File: src/pkg/sfc_pkg.sv
// Constants and types for the FIFO flag and cascade block.
// Assumes one clock (aclk, 100 MHz) and an AXI4-Lite register port.
//
// Summary of operation
// - Straps pick fall-through and almost-flag timing
// - Standard mode: shared pin is full flag
// - Fall-through: shared pin is input ready
// - Standard mode: shared pin is empty flag
// - Fall-through: shared pin is output ready
// - Almost-empty low within offset of empty
// - Almost-full low within offset of full
// - Half-full low above half depth
// - Cascade: pulse out when last location written
// - Cascade: pulse out when last location read
// - Read data bus is 18 bits wide
// - Reset clears pointers and sets flag values
// - Writes ignored while full
// - Reads ignored while empty
// - Fall-through first word after three edges
`default_nettype none

package sfc_pkg;

  // ----------------------------------------------------------------
  // Sizes and timing
  // ----------------------------------------------------------------
  localparam int unsigned DATA_W    = 18;
  localparam int unsigned DEPTH_DEF = 256;
  localparam int unsigned OFF_W     = 12;
  localparam int unsigned FT_EDGES  = 3;

  // ----------------------------------------------------------------
  // Register map (byte addresses) and field positions
  // ----------------------------------------------------------------
  localparam logic [7:0] ADDR_CTRL    = 8'h00;
  localparam logic [7:0] ADDR_STATUS  = 8'h04;
  localparam logic [7:0] ADDR_LEVEL   = 8'h08;
  localparam logic [7:0] ADDR_AE_OFF  = 8'h0C;
  localparam logic [7:0] ADDR_AF_OFF  = 8'h10;
  localparam logic [7:0] ADDR_IRQ_STS = 8'h14;
  localparam logic [7:0] ADDR_IRQ_CLR = 8'h18;
  localparam logic [7:0] ADDR_IRQ_EN  = 8'h1C;
  localparam int unsigned CTRL_CASCADE = 0;
  localparam int unsigned STS_MODE_LSB = 5;
  localparam int unsigned STS_TOK_LSB  = 8;
  localparam int unsigned EV_FULL      = 0;
  localparam int unsigned EV_EMPTY     = 1;
  localparam int unsigned EV_WR_REFUSE = 2;
  localparam int unsigned EV_RD_REFUSE = 3;
  localparam int unsigned EV_W         = 4;
  localparam logic [1:0] RESP_OKAY   = 2'h0;
  localparam logic [1:0] RESP_SLVERR = 2'h2;

  // ----------------------------------------------------------------
  // Carriers
  // ----------------------------------------------------------------
  typedef struct packed {
    logic cascade;
    logic fall_through_mode;
    logic sync_almost;
  } sfc_mode_t;

  typedef struct packed {
    logic half_full_n;
    logic almost_full_n;
    logic almost_empty_n;
    logic empty_n;
    logic full_n;
  } sfc_flags_t;

  localparam sfc_flags_t FLAGS_RST = '{half_full_n: 1'h1, almost_full_n: 1'h1,
                                       almost_empty_n: 1'h0, empty_n: 1'h0, full_n: 1'h1};

  // Offset after reset depends on array depth
  function automatic logic [OFF_W-1:0] default_offset(input int unsigned depth);
    if (depth <= 256) return 12'h01F;
    else if (depth <= 512) return 12'h03F;
    else return 12'h07F;
  endfunction

endpackage

`default_nettype wire

File: src/core/sfc_fifo.sv
// FIFO store with status flags, depth cascade and AXI4-Lite registers.
// Assumes producer and consumer share aclk; straps and cascade inputs
// are pins and pass a two-flop synchroniser.
`default_nettype none

module sfc_fifo #(
  parameter int unsigned DEPTH  = sfc_pkg::DEPTH_DEF,
  parameter int unsigned DATA_W = sfc_pkg::DATA_W
) (
  // Clock and reset
  input  wire logic              aclk,
  input  wire logic              aresetn,
  // Producer
  input  wire logic              wr_en,
  input  wire logic [DATA_W-1:0] wr_data,
  // Consumer
  input  wire logic              rd_en,
  output logic      [DATA_W-1:0] read_data_bus,
  // Straps and cascade inputs
  input  wire logic              first_load_strap,
  input  wire logic              write_cascade_in,
  input  wire logic              read_cascade_in,
  // Flags and cascade outputs
  output logic                   full_flag_n,
  output logic                   empty_flag_n,
  output logic                   almost_empty_n,
  output logic                   almost_full_n,
  output logic                   half_full_n,
  output logic                   read_cascade_out,
  output logic                   irq,
  // AXI4-Lite slave
  input  wire logic [7:0]        awaddr,
  input  wire logic              awvalid,
  output logic                   awready,
  input  wire logic [31:0]       wdata,
  input  wire logic [3:0]        wstrb,
  input  wire logic              wvalid,
  output logic                   wready,
  output logic      [1:0]        bresp,
  output logic                   bvalid,
  input  wire logic              bready,
  input  wire logic [7:0]        araddr,
  input  wire logic              arvalid,
  output logic                   arready,
  output logic      [31:0]       rdata,
  output logic      [1:0]        rresp,
  output logic                   rvalid,
  input  wire logic              rready
);

  localparam int unsigned AW = $clog2(DEPTH);
  localparam int unsigned LW = AW + 2;
  localparam logic [1:0] FT_LAST = 2'(sfc_pkg::FT_EDGES - 1);

  if (DEPTH < 256 || DEPTH > 4096 || (1 << AW) != DEPTH || DATA_W != 18) begin : g_bad
    $error("sfc_fifo: DEPTH must be a power of two 256..4096, DATA_W 18");
  end

  // ----------------------------------------------------------------
  // Helpers
  // ----------------------------------------------------------------
  function automatic logic mapped(input logic [7:0] a);
    return a[1:0] == 2'h0 && a <= sfc_pkg::ADDR_IRQ_EN;
  endfunction

  function automatic logic [31:0] merge(input logic [31:0] old, input logic [31:0] nw,
                                        input logic [3:0] strb);
    logic [31:0] r;
    r = old;
    for (int i = 0; i < 4; i++) begin
      if (strb[i]) r[8*i +: 8] = nw[8*i +: 8];
    end
    return r;
  endfunction

  // ----------------------------------------------------------------
  // Pin synchronisers
  // ----------------------------------------------------------------
  logic [2:0] pin_s1, pin_s2;
  logic [1:0] casc_prev;

  // First stage feeds only the second
  always_ff @(posedge aclk) begin
    pin_s1 <= {first_load_strap, write_cascade_in, read_cascade_in};
    pin_s2 <= pin_s1;
  end

  // Third stage only for falling-edge detection of cascade pulses
  always_ff @(posedge aclk) begin
    if (!aresetn) casc_prev <= 2'h3;
    else casc_prev <= pin_s2[1:0];
  end

  wire wxi_fall = casc_prev[1] & ~pin_s2[1];
  wire rxi_fall = casc_prev[0] & ~pin_s2[0];

  // ----------------------------------------------------------------
  // Mode and cascade tokens
  // ----------------------------------------------------------------
  logic                   strap_fall_through_mode_reg, strap_sync_reg, ctrl_cascade_reg;
  sfc_pkg::sfc_mode_t     mode;
  logic                   wr_tok, rd_tok;

  // Straps are caught while reset is held, not sampled live
  always_ff @(posedge aclk) begin
    if (!aresetn) begin
      strap_fall_through_mode_reg <= pin_s2[2];
      strap_sync_reg <= pin_s2[1] & pin_s2[0];
    end
  end

  // Cascade forces standard timing; otherwise the straps decide
  always_comb begin
    mode.cascade     = ctrl_cascade_reg;
    mode.fall_through_mode        = !ctrl_cascade_reg && strap_fall_through_mode_reg;
    mode.sync_almost = strap_sync_reg;
  end

  // ----------------------------------------------------------------
  // Storage and pointers
  // ----------------------------------------------------------------
  logic [DATA_W-1:0] mem [DEPTH];
  logic [AW-1:0]     wr_ptr, rd_ptr;
  logic [AW:0]       cnt;
  logic              ov;
  logic [1:0]        ft_cnt;

  wire full   = cnt == (AW+1)'(DEPTH);
  wire wr_ok  = wr_en && !full && (!mode.cascade || wr_tok);
  wire std_rd = !mode.fall_through_mode && rd_en && cnt != '0
                && (!mode.cascade || rd_tok);
  wire pop    = mode.fall_through_mode && rd_en && ov;
  wire fetch  = mode.fall_through_mode && cnt != '0 && (pop || (!ov && ft_cnt == FT_LAST));
  wire mem_rd = std_rd || fetch;
  wire [AW:0] cnt_next = cnt + (AW+1)'(wr_ok) - (AW+1)'(mem_rd);
  wire last_wr = wr_ok && wr_ptr == AW'(DEPTH - 1);
  wire last_rd = mem_rd && rd_ptr == AW'(DEPTH - 1);

  // Array write; no reset, contents are don't-care until written
  always_ff @(posedge aclk) begin
    if (wr_ok) mem[wr_ptr] <= wr_data;
  end

  // Pointers and word count
  always_ff @(posedge aclk) begin
    if (!aresetn) begin
      wr_ptr <= '0;
      rd_ptr <= '0;
      cnt    <= '0;
    end else begin
      if (wr_ok) wr_ptr <= wr_ptr + AW'(1);
      if (mem_rd) rd_ptr <= rd_ptr + AW'(1);
      cnt <= cnt_next;
    end
  end

  // Output register; holds its word when no read is taken
  always_ff @(posedge aclk) begin
    if (!aresetn) begin
      read_data_bus <= '0;
      ov            <= 1'h0;
      ft_cnt        <= 2'h0;
    end else begin
      if (mem_rd) read_data_bus <= mem[rd_ptr];
      if (fetch) ov <= 1'h1;
      else if (pop) ov <= 1'h0;
      // Word waiting in an empty output stage counts three edges
      if (mode.fall_through_mode && !ov && cnt != '0 && ft_cnt != FT_LAST)
        ft_cnt <= ft_cnt + 2'h1;
      else
        ft_cnt <= 2'h0;
    end
  end

  // Cascade tokens: the first device (strap low) starts as owner
  always_ff @(posedge aclk) begin
    if (!aresetn) begin
      wr_tok <= !pin_s2[2];
      rd_tok <= !pin_s2[2];
    end else begin
      if (last_wr && mode.cascade) wr_tok <= 1'h0;
      else if (wxi_fall) wr_tok <= 1'h1;
      if (last_rd && mode.cascade) rd_tok <= 1'h0;
      else if (rxi_fall) rd_tok <= 1'h1;
    end
  end

  // ----------------------------------------------------------------
  // Flags
  // ----------------------------------------------------------------
  logic [sfc_pkg::OFF_W-1:0] ae_off, af_off;
  sfc_pkg::sfc_flags_t       flags;
  logic                      ae_stage, af_stage, rco_reg;

  wire [LW-1:0] level = LW'(cnt) + LW'(ov);
  wire ae_raw = !(32'(level) <= 32'(ae_off));
  wire af_raw = !(32'(level) + 32'(af_off) >= DEPTH);

  // All flags are registered on aclk, the consumer's own clock
  always_ff @(posedge aclk) begin
    if (!aresetn) begin
      flags    <= sfc_pkg::FLAGS_RST;
      ae_stage <= 1'h0;
      af_stage <= 1'h1;
      rco_reg  <= 1'h1;
    end else begin
      flags.full_n  <= mode.fall_through_mode ? full : !full;
      flags.empty_n <= mode.fall_through_mode ? !ov : cnt != '0;
      // Synchronous almost flags take one extra stage
      ae_stage <= ae_raw;
      af_stage <= af_raw;
      flags.almost_empty_n <= mode.sync_almost ? ae_stage : ae_raw;
      flags.almost_full_n  <= mode.sync_almost ? af_stage : af_raw;
      // Shared pin: half-full alone, write pulse in a chain
      if (mode.cascade) flags.half_full_n <= !last_wr;
      else flags.half_full_n <= !(32'(level) > DEPTH / 2);
      rco_reg <= !(mode.cascade && last_rd);
    end
  end

  assign full_flag_n      = flags.full_n;
  assign empty_flag_n     = flags.empty_n;
  assign almost_empty_n   = flags.almost_empty_n;
  assign almost_full_n    = flags.almost_full_n;
  assign half_full_n      = flags.half_full_n;
  assign read_cascade_out = rco_reg;

  // ----------------------------------------------------------------
  // Events and interrupt
  // ----------------------------------------------------------------
  logic [sfc_pkg::EV_W-1:0] ev, irq_sts, irq_en, irq_clr;

  always_comb begin
    ev = '0;
    ev[sfc_pkg::EV_FULL]      = !full && cnt_next == (AW+1)'(DEPTH);
    ev[sfc_pkg::EV_EMPTY]     = cnt != '0 && cnt_next == '0;
    ev[sfc_pkg::EV_WR_REFUSE] = wr_en && !wr_ok;
    ev[sfc_pkg::EV_RD_REFUSE] = rd_en && !(std_rd || pop);
  end

  // Set beats clear so an event in the clearing cycle survives
  always_ff @(posedge aclk) begin
    if (!aresetn) begin
      irq_sts <= '0;
      irq     <= 1'h0;
    end else begin
      irq_sts <= (irq_sts & ~irq_clr) | ev;
      irq     <= |(irq_sts & irq_en);
    end
  end

  // ----------------------------------------------------------------
  // AXI4-Lite write channel
  // ----------------------------------------------------------------
  logic        aw_hold, w_hold;
  logic [7:0]  aw_addr_reg;
  logic [31:0] w_data_reg;
  logic [3:0]  w_strb_reg;

  wire aw_take = awvalid && awready;
  wire w_take  = wvalid && wready;
  wire do_wr   = aw_hold && w_hold && !bvalid;

  // Address and data taken in either order; response after both
  always_ff @(posedge aclk) begin
    if (!aresetn) begin
      aw_hold <= 1'h0;
      w_hold  <= 1'h0;
      awready <= 1'h0;
      wready  <= 1'h0;
      bvalid  <= 1'h0;
      bresp   <= sfc_pkg::RESP_OKAY;
    end else begin
      if (aw_take) aw_hold <= 1'h1;
      else if (do_wr) aw_hold <= 1'h0;
      if (w_take) w_hold <= 1'h1;
      else if (do_wr) w_hold <= 1'h0;
      awready <= !(aw_take || (aw_hold && !do_wr));
      wready  <= !(w_take || (w_hold && !do_wr));
      if (do_wr) begin
        bvalid <= 1'h1;
        bresp  <= mapped(aw_addr_reg) ? sfc_pkg::RESP_OKAY : sfc_pkg::RESP_SLVERR;
      end else if (bready) begin
        bvalid <= 1'h0;
      end
    end
  end

  always_ff @(posedge aclk) begin
    if (aw_take) aw_addr_reg <= awaddr;
    if (w_take) begin
      w_data_reg <= wdata;
      w_strb_reg <= wstrb;
    end
  end

  // Register stores; the clear register acts for one cycle
  always_ff @(posedge aclk) begin
    if (!aresetn) begin
      ctrl_cascade_reg <= 1'h0;
      ae_off  <= sfc_pkg::default_offset(DEPTH);
      af_off  <= sfc_pkg::default_offset(DEPTH);
      irq_en  <= '0;
      irq_clr <= '0;
    end else begin
      irq_clr <= '0;
      if (do_wr) begin
        case (aw_addr_reg)
          sfc_pkg::ADDR_CTRL:
            ctrl_cascade_reg <= 1'(merge(32'(ctrl_cascade_reg), w_data_reg,
                                         w_strb_reg) >> sfc_pkg::CTRL_CASCADE);
          sfc_pkg::ADDR_AE_OFF:
            ae_off <= (sfc_pkg::OFF_W)'(merge(32'(ae_off), w_data_reg, w_strb_reg));
          sfc_pkg::ADDR_AF_OFF:
            af_off <= (sfc_pkg::OFF_W)'(merge(32'(af_off), w_data_reg, w_strb_reg));
          sfc_pkg::ADDR_IRQ_CLR:
            irq_clr <= (sfc_pkg::EV_W)'(merge('0, w_data_reg, w_strb_reg));
          sfc_pkg::ADDR_IRQ_EN:
            irq_en <= (sfc_pkg::EV_W)'(merge(32'(irq_en), w_data_reg, w_strb_reg));
          default: ;
        endcase
      end
    end
  end

  // ----------------------------------------------------------------
  // AXI4-Lite read channel
  // ----------------------------------------------------------------
  logic [31:0] rd_mux;
  wire ar_take = arvalid && arready;

  always_comb begin
    rd_mux = '0;
    case (araddr)
      sfc_pkg::ADDR_CTRL:    rd_mux = 32'(ctrl_cascade_reg) << sfc_pkg::CTRL_CASCADE;
      sfc_pkg::ADDR_STATUS:  rd_mux = 32'(flags)
                                      | (32'(mode) << sfc_pkg::STS_MODE_LSB)
                                      | (32'({rd_tok, wr_tok}) << sfc_pkg::STS_TOK_LSB);
      sfc_pkg::ADDR_LEVEL:   rd_mux = 32'(level);
      sfc_pkg::ADDR_AE_OFF:  rd_mux = 32'(ae_off);
      sfc_pkg::ADDR_AF_OFF:  rd_mux = 32'(af_off);
      sfc_pkg::ADDR_IRQ_STS: rd_mux = 32'(irq_sts);
      sfc_pkg::ADDR_IRQ_EN:  rd_mux = 32'(irq_en);
      default:               rd_mux = '0;
    endcase
  end

  // One read at a time; data registered with the address
  always_ff @(posedge aclk) begin
    if (!aresetn) begin
      arready <= 1'h0;
      rvalid  <= 1'h0;
      rdata   <= '0;
      rresp   <= sfc_pkg::RESP_OKAY;
    end else begin
      arready <= !(ar_take || (rvalid && !rready));
      if (ar_take) begin
        rvalid <= 1'h1;
        rdata  <= rd_mux;
        rresp  <= mapped(araddr) ? sfc_pkg::RESP_OKAY : sfc_pkg::RESP_SLVERR;
      end else if (rready) begin
        rvalid <= 1'h0;
      end
    end
  end

endmodule // sfc_fifo

`default_nettype wire

File: config.mk
export PLATFORM = sky130hd
export DESIGN_NAME = sfc_fifo
export DESIGN_NICKNAME = d
export VERILOG_FILES = /design/src/pkg/sfc_pkg.sv /design/src/core/sfc_fifo.sv
export SDC_FILE = /design/constraint.sdc
export NUM_CORES = 2
export LEC_CHECK = 0
export BUFFER_PORTS_ARGS = -buffer_cell sky130_fd_sc_hd__buf_2
export CAP_MARGIN = 20
export CORE_MARGIN = 2
export CORE_UTILIZATION = 45
export DETAILED_ROUTE_END_ITERATION = 7
export HOLD_SLACK_MARGIN = 0.12
export SLEW_MARGIN = 25
export SYNTH_ARGS = -nofsm -noshare
export SYNTH_HDL_FRONTEND = slang
export SYNTH_MEMORY_MAX_BITS = 65536
export SYNTH_SLANG_ARGS = --single-unit
File: constraint.sdc
create_clock -name aclk -period 3.7 [get_ports aclk]
set_input_delay 0.555 -clock aclk [delete_from_list [all_inputs] [get_ports aclk]]
set_output_delay 0.555 -clock aclk [all_outputs]
set_load 0.01 [all_outputs]
# Word-level counts from Yosys, hierarchy flattened
# Memory sizes are Yosys's and may differ from the RTL's. A register that Yosys moved wholly into a read port is not among the register bits.
# Cells that the tools add are included.
# W data, S select, Z words.
# classes
n_addsub,7
magnitude_cmp,5
n_eq_ne,18
mux,25
bitwise_logic,11
reduce_logical,79
# ops
operator,count
$pmux W12 S7,1
$eq A8 B5 Y1 const B,6
$logic_and A1 B1 Y1,32
$eq A8 B4 Y1 const B,3
$mux W1,22
$logic_not A1 Y1,19
$eq A9 B9 Y1 const B,2
$reduce_and A3 Y1,6
$add A8 B1 Y8 const B,2
$eq A8 B8 Y1 const B,2
$le A8 B5 Y1 const B,2
$logic_not A8 Y1,2
$add A10 B12 Y13,1
$ge A13 B9 Y1 const B,1
$le A10 B12 Y1,1
$add A9 B1 Y10,1
$gt A10 B8 Y1 const B,1
$or A8 B10 Y10,1
$reduce_bool A2 Y1,5
$add A9 B1 Y9,1
$logic_not A9 Y1,1
$reduce_bool A9 Y1,1
$sub A9 B1 Y9,1
$and A4 B4 Y4,2
other kinds (16),29
# totals
ff_bits,151
ramBits,4608
in_bits,82
out_inout_bits,66
wordCells,188
mem_count,1
# mem_list
memory,depth,width,rd,rd_clocked_by_memory_dff,write_ports,line_no,text
mem,256,18,1,1,1,sfc_fifo.sv:122,logic [DATA_W-1:0] mem [DEPTH];

# Depth between registers and ports, before layout
# depth
word_depth,11
depth_mapped,20
depth_no_buf,19

# Least setup slack after synthesis
# Ideal clock, no wire load.
# synth_path
path_kind,register to register
start,register cnt[2]
end,register irq_sts[1] in the netlist's numbering
setup_time_ns,0.116
t_arrival_ns,3.595
required_ns,3.584
setup_slack_ns,-0.012
path_stages_with_launch,21
n_path_buf,2
synth_period_minus_slack_ns,3.712
cell_sequence,dfxtp_1 inv_1 ha_1 nand4b_1 or3_1 o21a_1 clkbuf_1 buf_2 nand2_1 nand2_1 ha_1 inv_1 fa_1 nand2b_1 a21oi_1 o21ai_0 a21oi_1 o21ai_0 a21oi_1 xor2_1 a41o_1
# synth_via
elab_chain_cells,9
elab_cells_between_ends,15
cone_classes,2 x add/sub; 1 x eq/ne; 1 x bitwise; 11 x reduce/logical
# synth_rtl
element,line_no,text
"start, declared",sfc_fifo.sv:124,logic [AW:0] cnt;
"start signal, assigned",sfc_fifo.sv:153,cnt <= cnt_next;
$eq A9 B9 Y1,sfc_fifo.sv:128,wire full = cnt == (AW+1)'(DEPTH);
$logic_not A1 Y1,sfc_fifo.sv:129,wire wr_ok = wr_en && !full && (!mode.cascade || wr_tok);
$logic_and A1 B1 Y1 (2 in a row),sfc_fifo.sv:129,
$add A9 B1 Y9,sfc_fifo.sv:135,wire [AW:0] cnt_next = cnt + (AW+1)'(wr_ok) - (AW+1)'(mem_rd);
$sub A9 B1 Y9,sfc_fifo.sv:135,
$logic_not A9 Y1,sfc_fifo.sv:236,ev[sfc_pkg::EV_EMPTY] = cnt != '0 && cnt_next == '0;
$logic_and A1 B1 Y1 *,sfc_fifo.sv:236,
$or A4 B4 Y4 *,sfc_fifo.sv:247,irq_sts <= (irq_sts & ~irq_clr) | ev;
"end signal, assigned",sfc_fifo.sv:247,
"end, declared",sfc_fifo.sv:231,"logic [sfc_pkg::EV_W-1:0] ev, irq_sts, irq_en, irq_clr;"
# Mark *: on every way between the ends. The rest lies on a longest branch, timed or not.
# A chain may end at the register's enable or synchronous reset.

==> impl_metrics.py <==
metrics = {
    "status": {
        "outcome": "finished, final reports clean",
    },
    "pwr": {
        "leakage_nw": 67.14,
        "seqPwrFrac_pct": 48.8,
        "power.internal_w": 0.09305,
        "cellPowerDensity_mw_per_mm2": 567.6,
        "p_clk_share_pct": 39.0,
        "p_sw_w": 0.02887,
        "comb_power_share_pct": 12.3,
        "ir_worst_vdd_uv": 448.0,
        "swShare_pct": 23.68,
        "power_w": 0.1219,
    },
    "yosys": {
        "ys.flop_type": "edfxtp_1",
        "synth-seq-cells": 4755,
        "synth_edf_count": 4634,
        "syn_area_per_cell_um2": 20.69,
        "ys_seq_area_share_pct": 76.57,
        "ys_types": 76,
        "yosysWarnings": 0,
        "synth_area_leaders": "edfxtp_1 75%, mux4_2 11%, mux2i_1 3.7%, dfxtp_1 1.3%, nor2_1 0.89%",
        "async_reset_ff_share_pct": 0,
        "syn_inst": 8938,
        "synth_top_area_share_pct": 75.26,
        "yosysTopAreaCell": "edfxtp_1",
        "syn_area_mm2": 0.1849,
    },
    "min_path": {
        "hold_path.class": "input pin to flip-flop",
        "min_path_cells": 4,
        "hold_end": "rdata[9]",
        "min_from": "araddr[4]",
    },
    "sta": {
        "timing.hold.ws_ps": 216.1,
        "drv_slew": 0,
        "skew_ps": 95.93,
        "fmax_mhz": 272.3,
        "min_period_over_period_pct": 99.26,
        "worst_pin_slew_ps": 1260,
        "hold_viol": 0,
        "rsz0062_at_grt": "no",
        "relSlewSlack_pct": 16.01,
        "setup_viol": 0,
        "finalCriticalPeriod_ps": 3673,
    },
    "layout": {
        "fillers": 31830,
        "top_register": "mem",
        "area_growth_pct": 16.17,
        "fin_area_mm2": 0.2148,
        "post-route-util_pct": 52.48,
        "drive_gt1_share_pct": 28.39,
        "top_regs": "mem x4608, read_data_bus x18",
        "largest_reg_flops": 4608,
        "nets": 10130,
    },
    "critical_path": {
        "crit_fanout": 10,
        "criticalPathCategory": "flip-flop to flip-flop",
        "cpMostUsedCell": "buf_4",
        "critPathCaptureType": "flip-flop",
        "cp.arrival_ps": 4630,
        "critPathMaxStageDelay_ps": 600,
        "timing.rr.start": "rd_ptr[5]",
        "r2r_slack_ps": 30,
        "cp.required_ps": 4660,
        "slowest_stage": "and2_1",
        "cp_cell_sequence": "buf_4 -> and2_1 -> nand3_1 -> nor2_1 -> o21ai_0 -> o2111ai_1 -> buf_4 -> a21oi_1 -> nand4_1 -> buf_4 -> o221a_1",
        "startpoint_type": "flip-flop",
        "r2r_cells": 11,
        "rr_endpoint": "read_data_bus[8]",
    },
    "clock_tree": {
        "root_buffer": "clkbuf_16",
        "clock_latency_ps": 1050,
        "numClockSinks": 4755,
        "cts.path.max_buffers": 4,
        "numCtsBuffers": 476,
        "cts.clk_slew.worst_paths_ps": 60,
        "htreeDepth": 5,
        "cts_tree": "built",
    },
    "die": {
        "die_h_um": 645.0,
        "initial_core_util_pct": 45.18,
        "row_count": 235,
        "die_width_um": 645.0,
        "ios": 148,
        "core_area_mm2": 0.4093,
        "dieArea_mm2": 0.4161,
    },
    "detailed_routing": {
        "wl_per_cell_um": 33.64,
        "drt-initial-drc-count": 13160,
        "drt_wl_total_um": 533600,
        "ant_nets": 0,
        "dr.pass1.iters": 5,
        "drc": 0,
        "via_count": 97490,
        "vias_per_cell": 6.146,
    },
    "grt": {
        "grt_max_degree": 128,
        "grt_overflow_total": 0,
        "grt_pass1_wl_um": 745200,
        "antenna_found_initial": 22,
        "grt_pass1_vias": 96770,
        "grt_usage_pct": 25.28,
    },
    "placed_design": {
        "dpl-instance-area_mm2": 0.1986,
        "port_buffers": 103,
        "dpl.hpwl_um": 326100,
        "gp_congestion": 0.8982,
    },
    "flow_run": {
        "maxCapViolCount": 0,
    },
}
-- cell type report --
type                    instances  area, um^2  area share [%]
well taps                    5451        6820           3.175
flip-flops and latches       4755      141600           65.92
multi-input cells            3625       40630           18.92
clock inverters               280        2688           1.251
repair buffers               1103       10240           4.769
diodes                          8       20.02        0.009320
inverters                      40       162.7         0.07572
clock buffers                 600       12640           5.884
-- cell usage after synthesis, types with 47 or more instances --
cell / number
clkbuf_1: 204
o21ai_0: 150
dfxtp_1: 121
nor2_1: 437
a21oi_1: 171
buf_4: 68
a22oi_1: 126
a31oi_1: 57
nand3_1: 69
nand2_1: 198
nor3_1: 47
a221oi_1: 157
edfxtp_1: 4634
buf_6: 101
buf_2: 117
o22ai_1: 53
mux2i_1: 687
mux4_2: 916
-- cells by family after synthesis --
family	after synthesis	share of synthesized area [%]
AOI/OAI and AO/OA	992	3.795
xor gates and xnor gates	27	0.1279
adders and majority gates	48	0.3329
buffers and inverters	579	1.947
DFF	4755	76.57
muxes	1634	15.10
other	1	0.002028
and+or+nand+nor	902	2.133
-- power groups by stage --
stage / Combinational [W] / Sequential, W / Clock, W
3_3_place_gp: 0.0145 / 0.0606 / 0
5_1_grt: 0.0158 / 0.0594 / 0.0501
2_1_floorplan: 0.00950 / 0.0606 / 0
4_1_cts: 0.0149 / 0.0595 / 0.0481
3_5_place_dp: 0.0147 / 0.0606 / 0
6_report: 0.0150 / 0.0595 / 0.0475
-- critical path, delay by kind of cell (launching register included) --
kind	cells	cell delay, ps
simple gates	4	1830
compound gates	4	690
buf+inv	3	720
flops	1	370
-- worst max-delay path by stage --
stage	startpoint	to	slack, ps	cells past startpoint
final	rd_ptr[5]	read_data_bus[8]	30	11
after global routing	rd_ptr[2]	read_data_bus[3]	10	13
after CTS	rd_ptr[1]	read_data_bus[7]	6	10
after detailed placement	rd_ptr[0]	read_data_bus[6]	-460	8
after global placement	rd_ptr[0]	read_data_bus[6]	-510	8
after floorplan	cnt[2]	irq_sts[1]	90	20
-- stage by stage --
stage	instances	setup TNS (ps)	setup WS, ps
finish	15860	0	27.27
global route	15860	0	9.650
CTS	15850	0	6.294
detailed placement	14910	-2108	-461.1
global placement	14910	-2511	-509.7
floorplan	8959	0	92.53
-- per-layer routing --
layer | vias to the layer above | routed length [um] | track usage (%)
li1 | 39490 | - | -
met1 | 52190 | 213400 | 35.67
met2 | 4985 | 251400 | 40.09
met3 | 817 | 50960 | 4.944
met4 | 8 | 17710 | 7.632
met5 | - | 69 | 0.04625
-- placed cells by master (no fill, tap or decap), types with 126 or more instances in the layout --
cell          n
nand2_1     180
edfxtp_1   4634
nor2_1      199
a221oi_1    156
mux4_2      916
a21oi_1     169
o21ai_0     147
buf_12      141
nor2_2      234
a22oi_1     126
mux2i_1     687
buf_4       796
clkbuf_16   488
-- timing repair --
item | in CTS | in global routing
setup endpoints to repair | 13 | 11
hold buffers | 53 | 0
pin swaps | 0 | 3
setup buffers | 6 | 5
resized for setup | 4 | 18
gates cloned | 0 | 3
hold endpoints to repair | 751 | 0
Power figures use the tool's default switching activity.
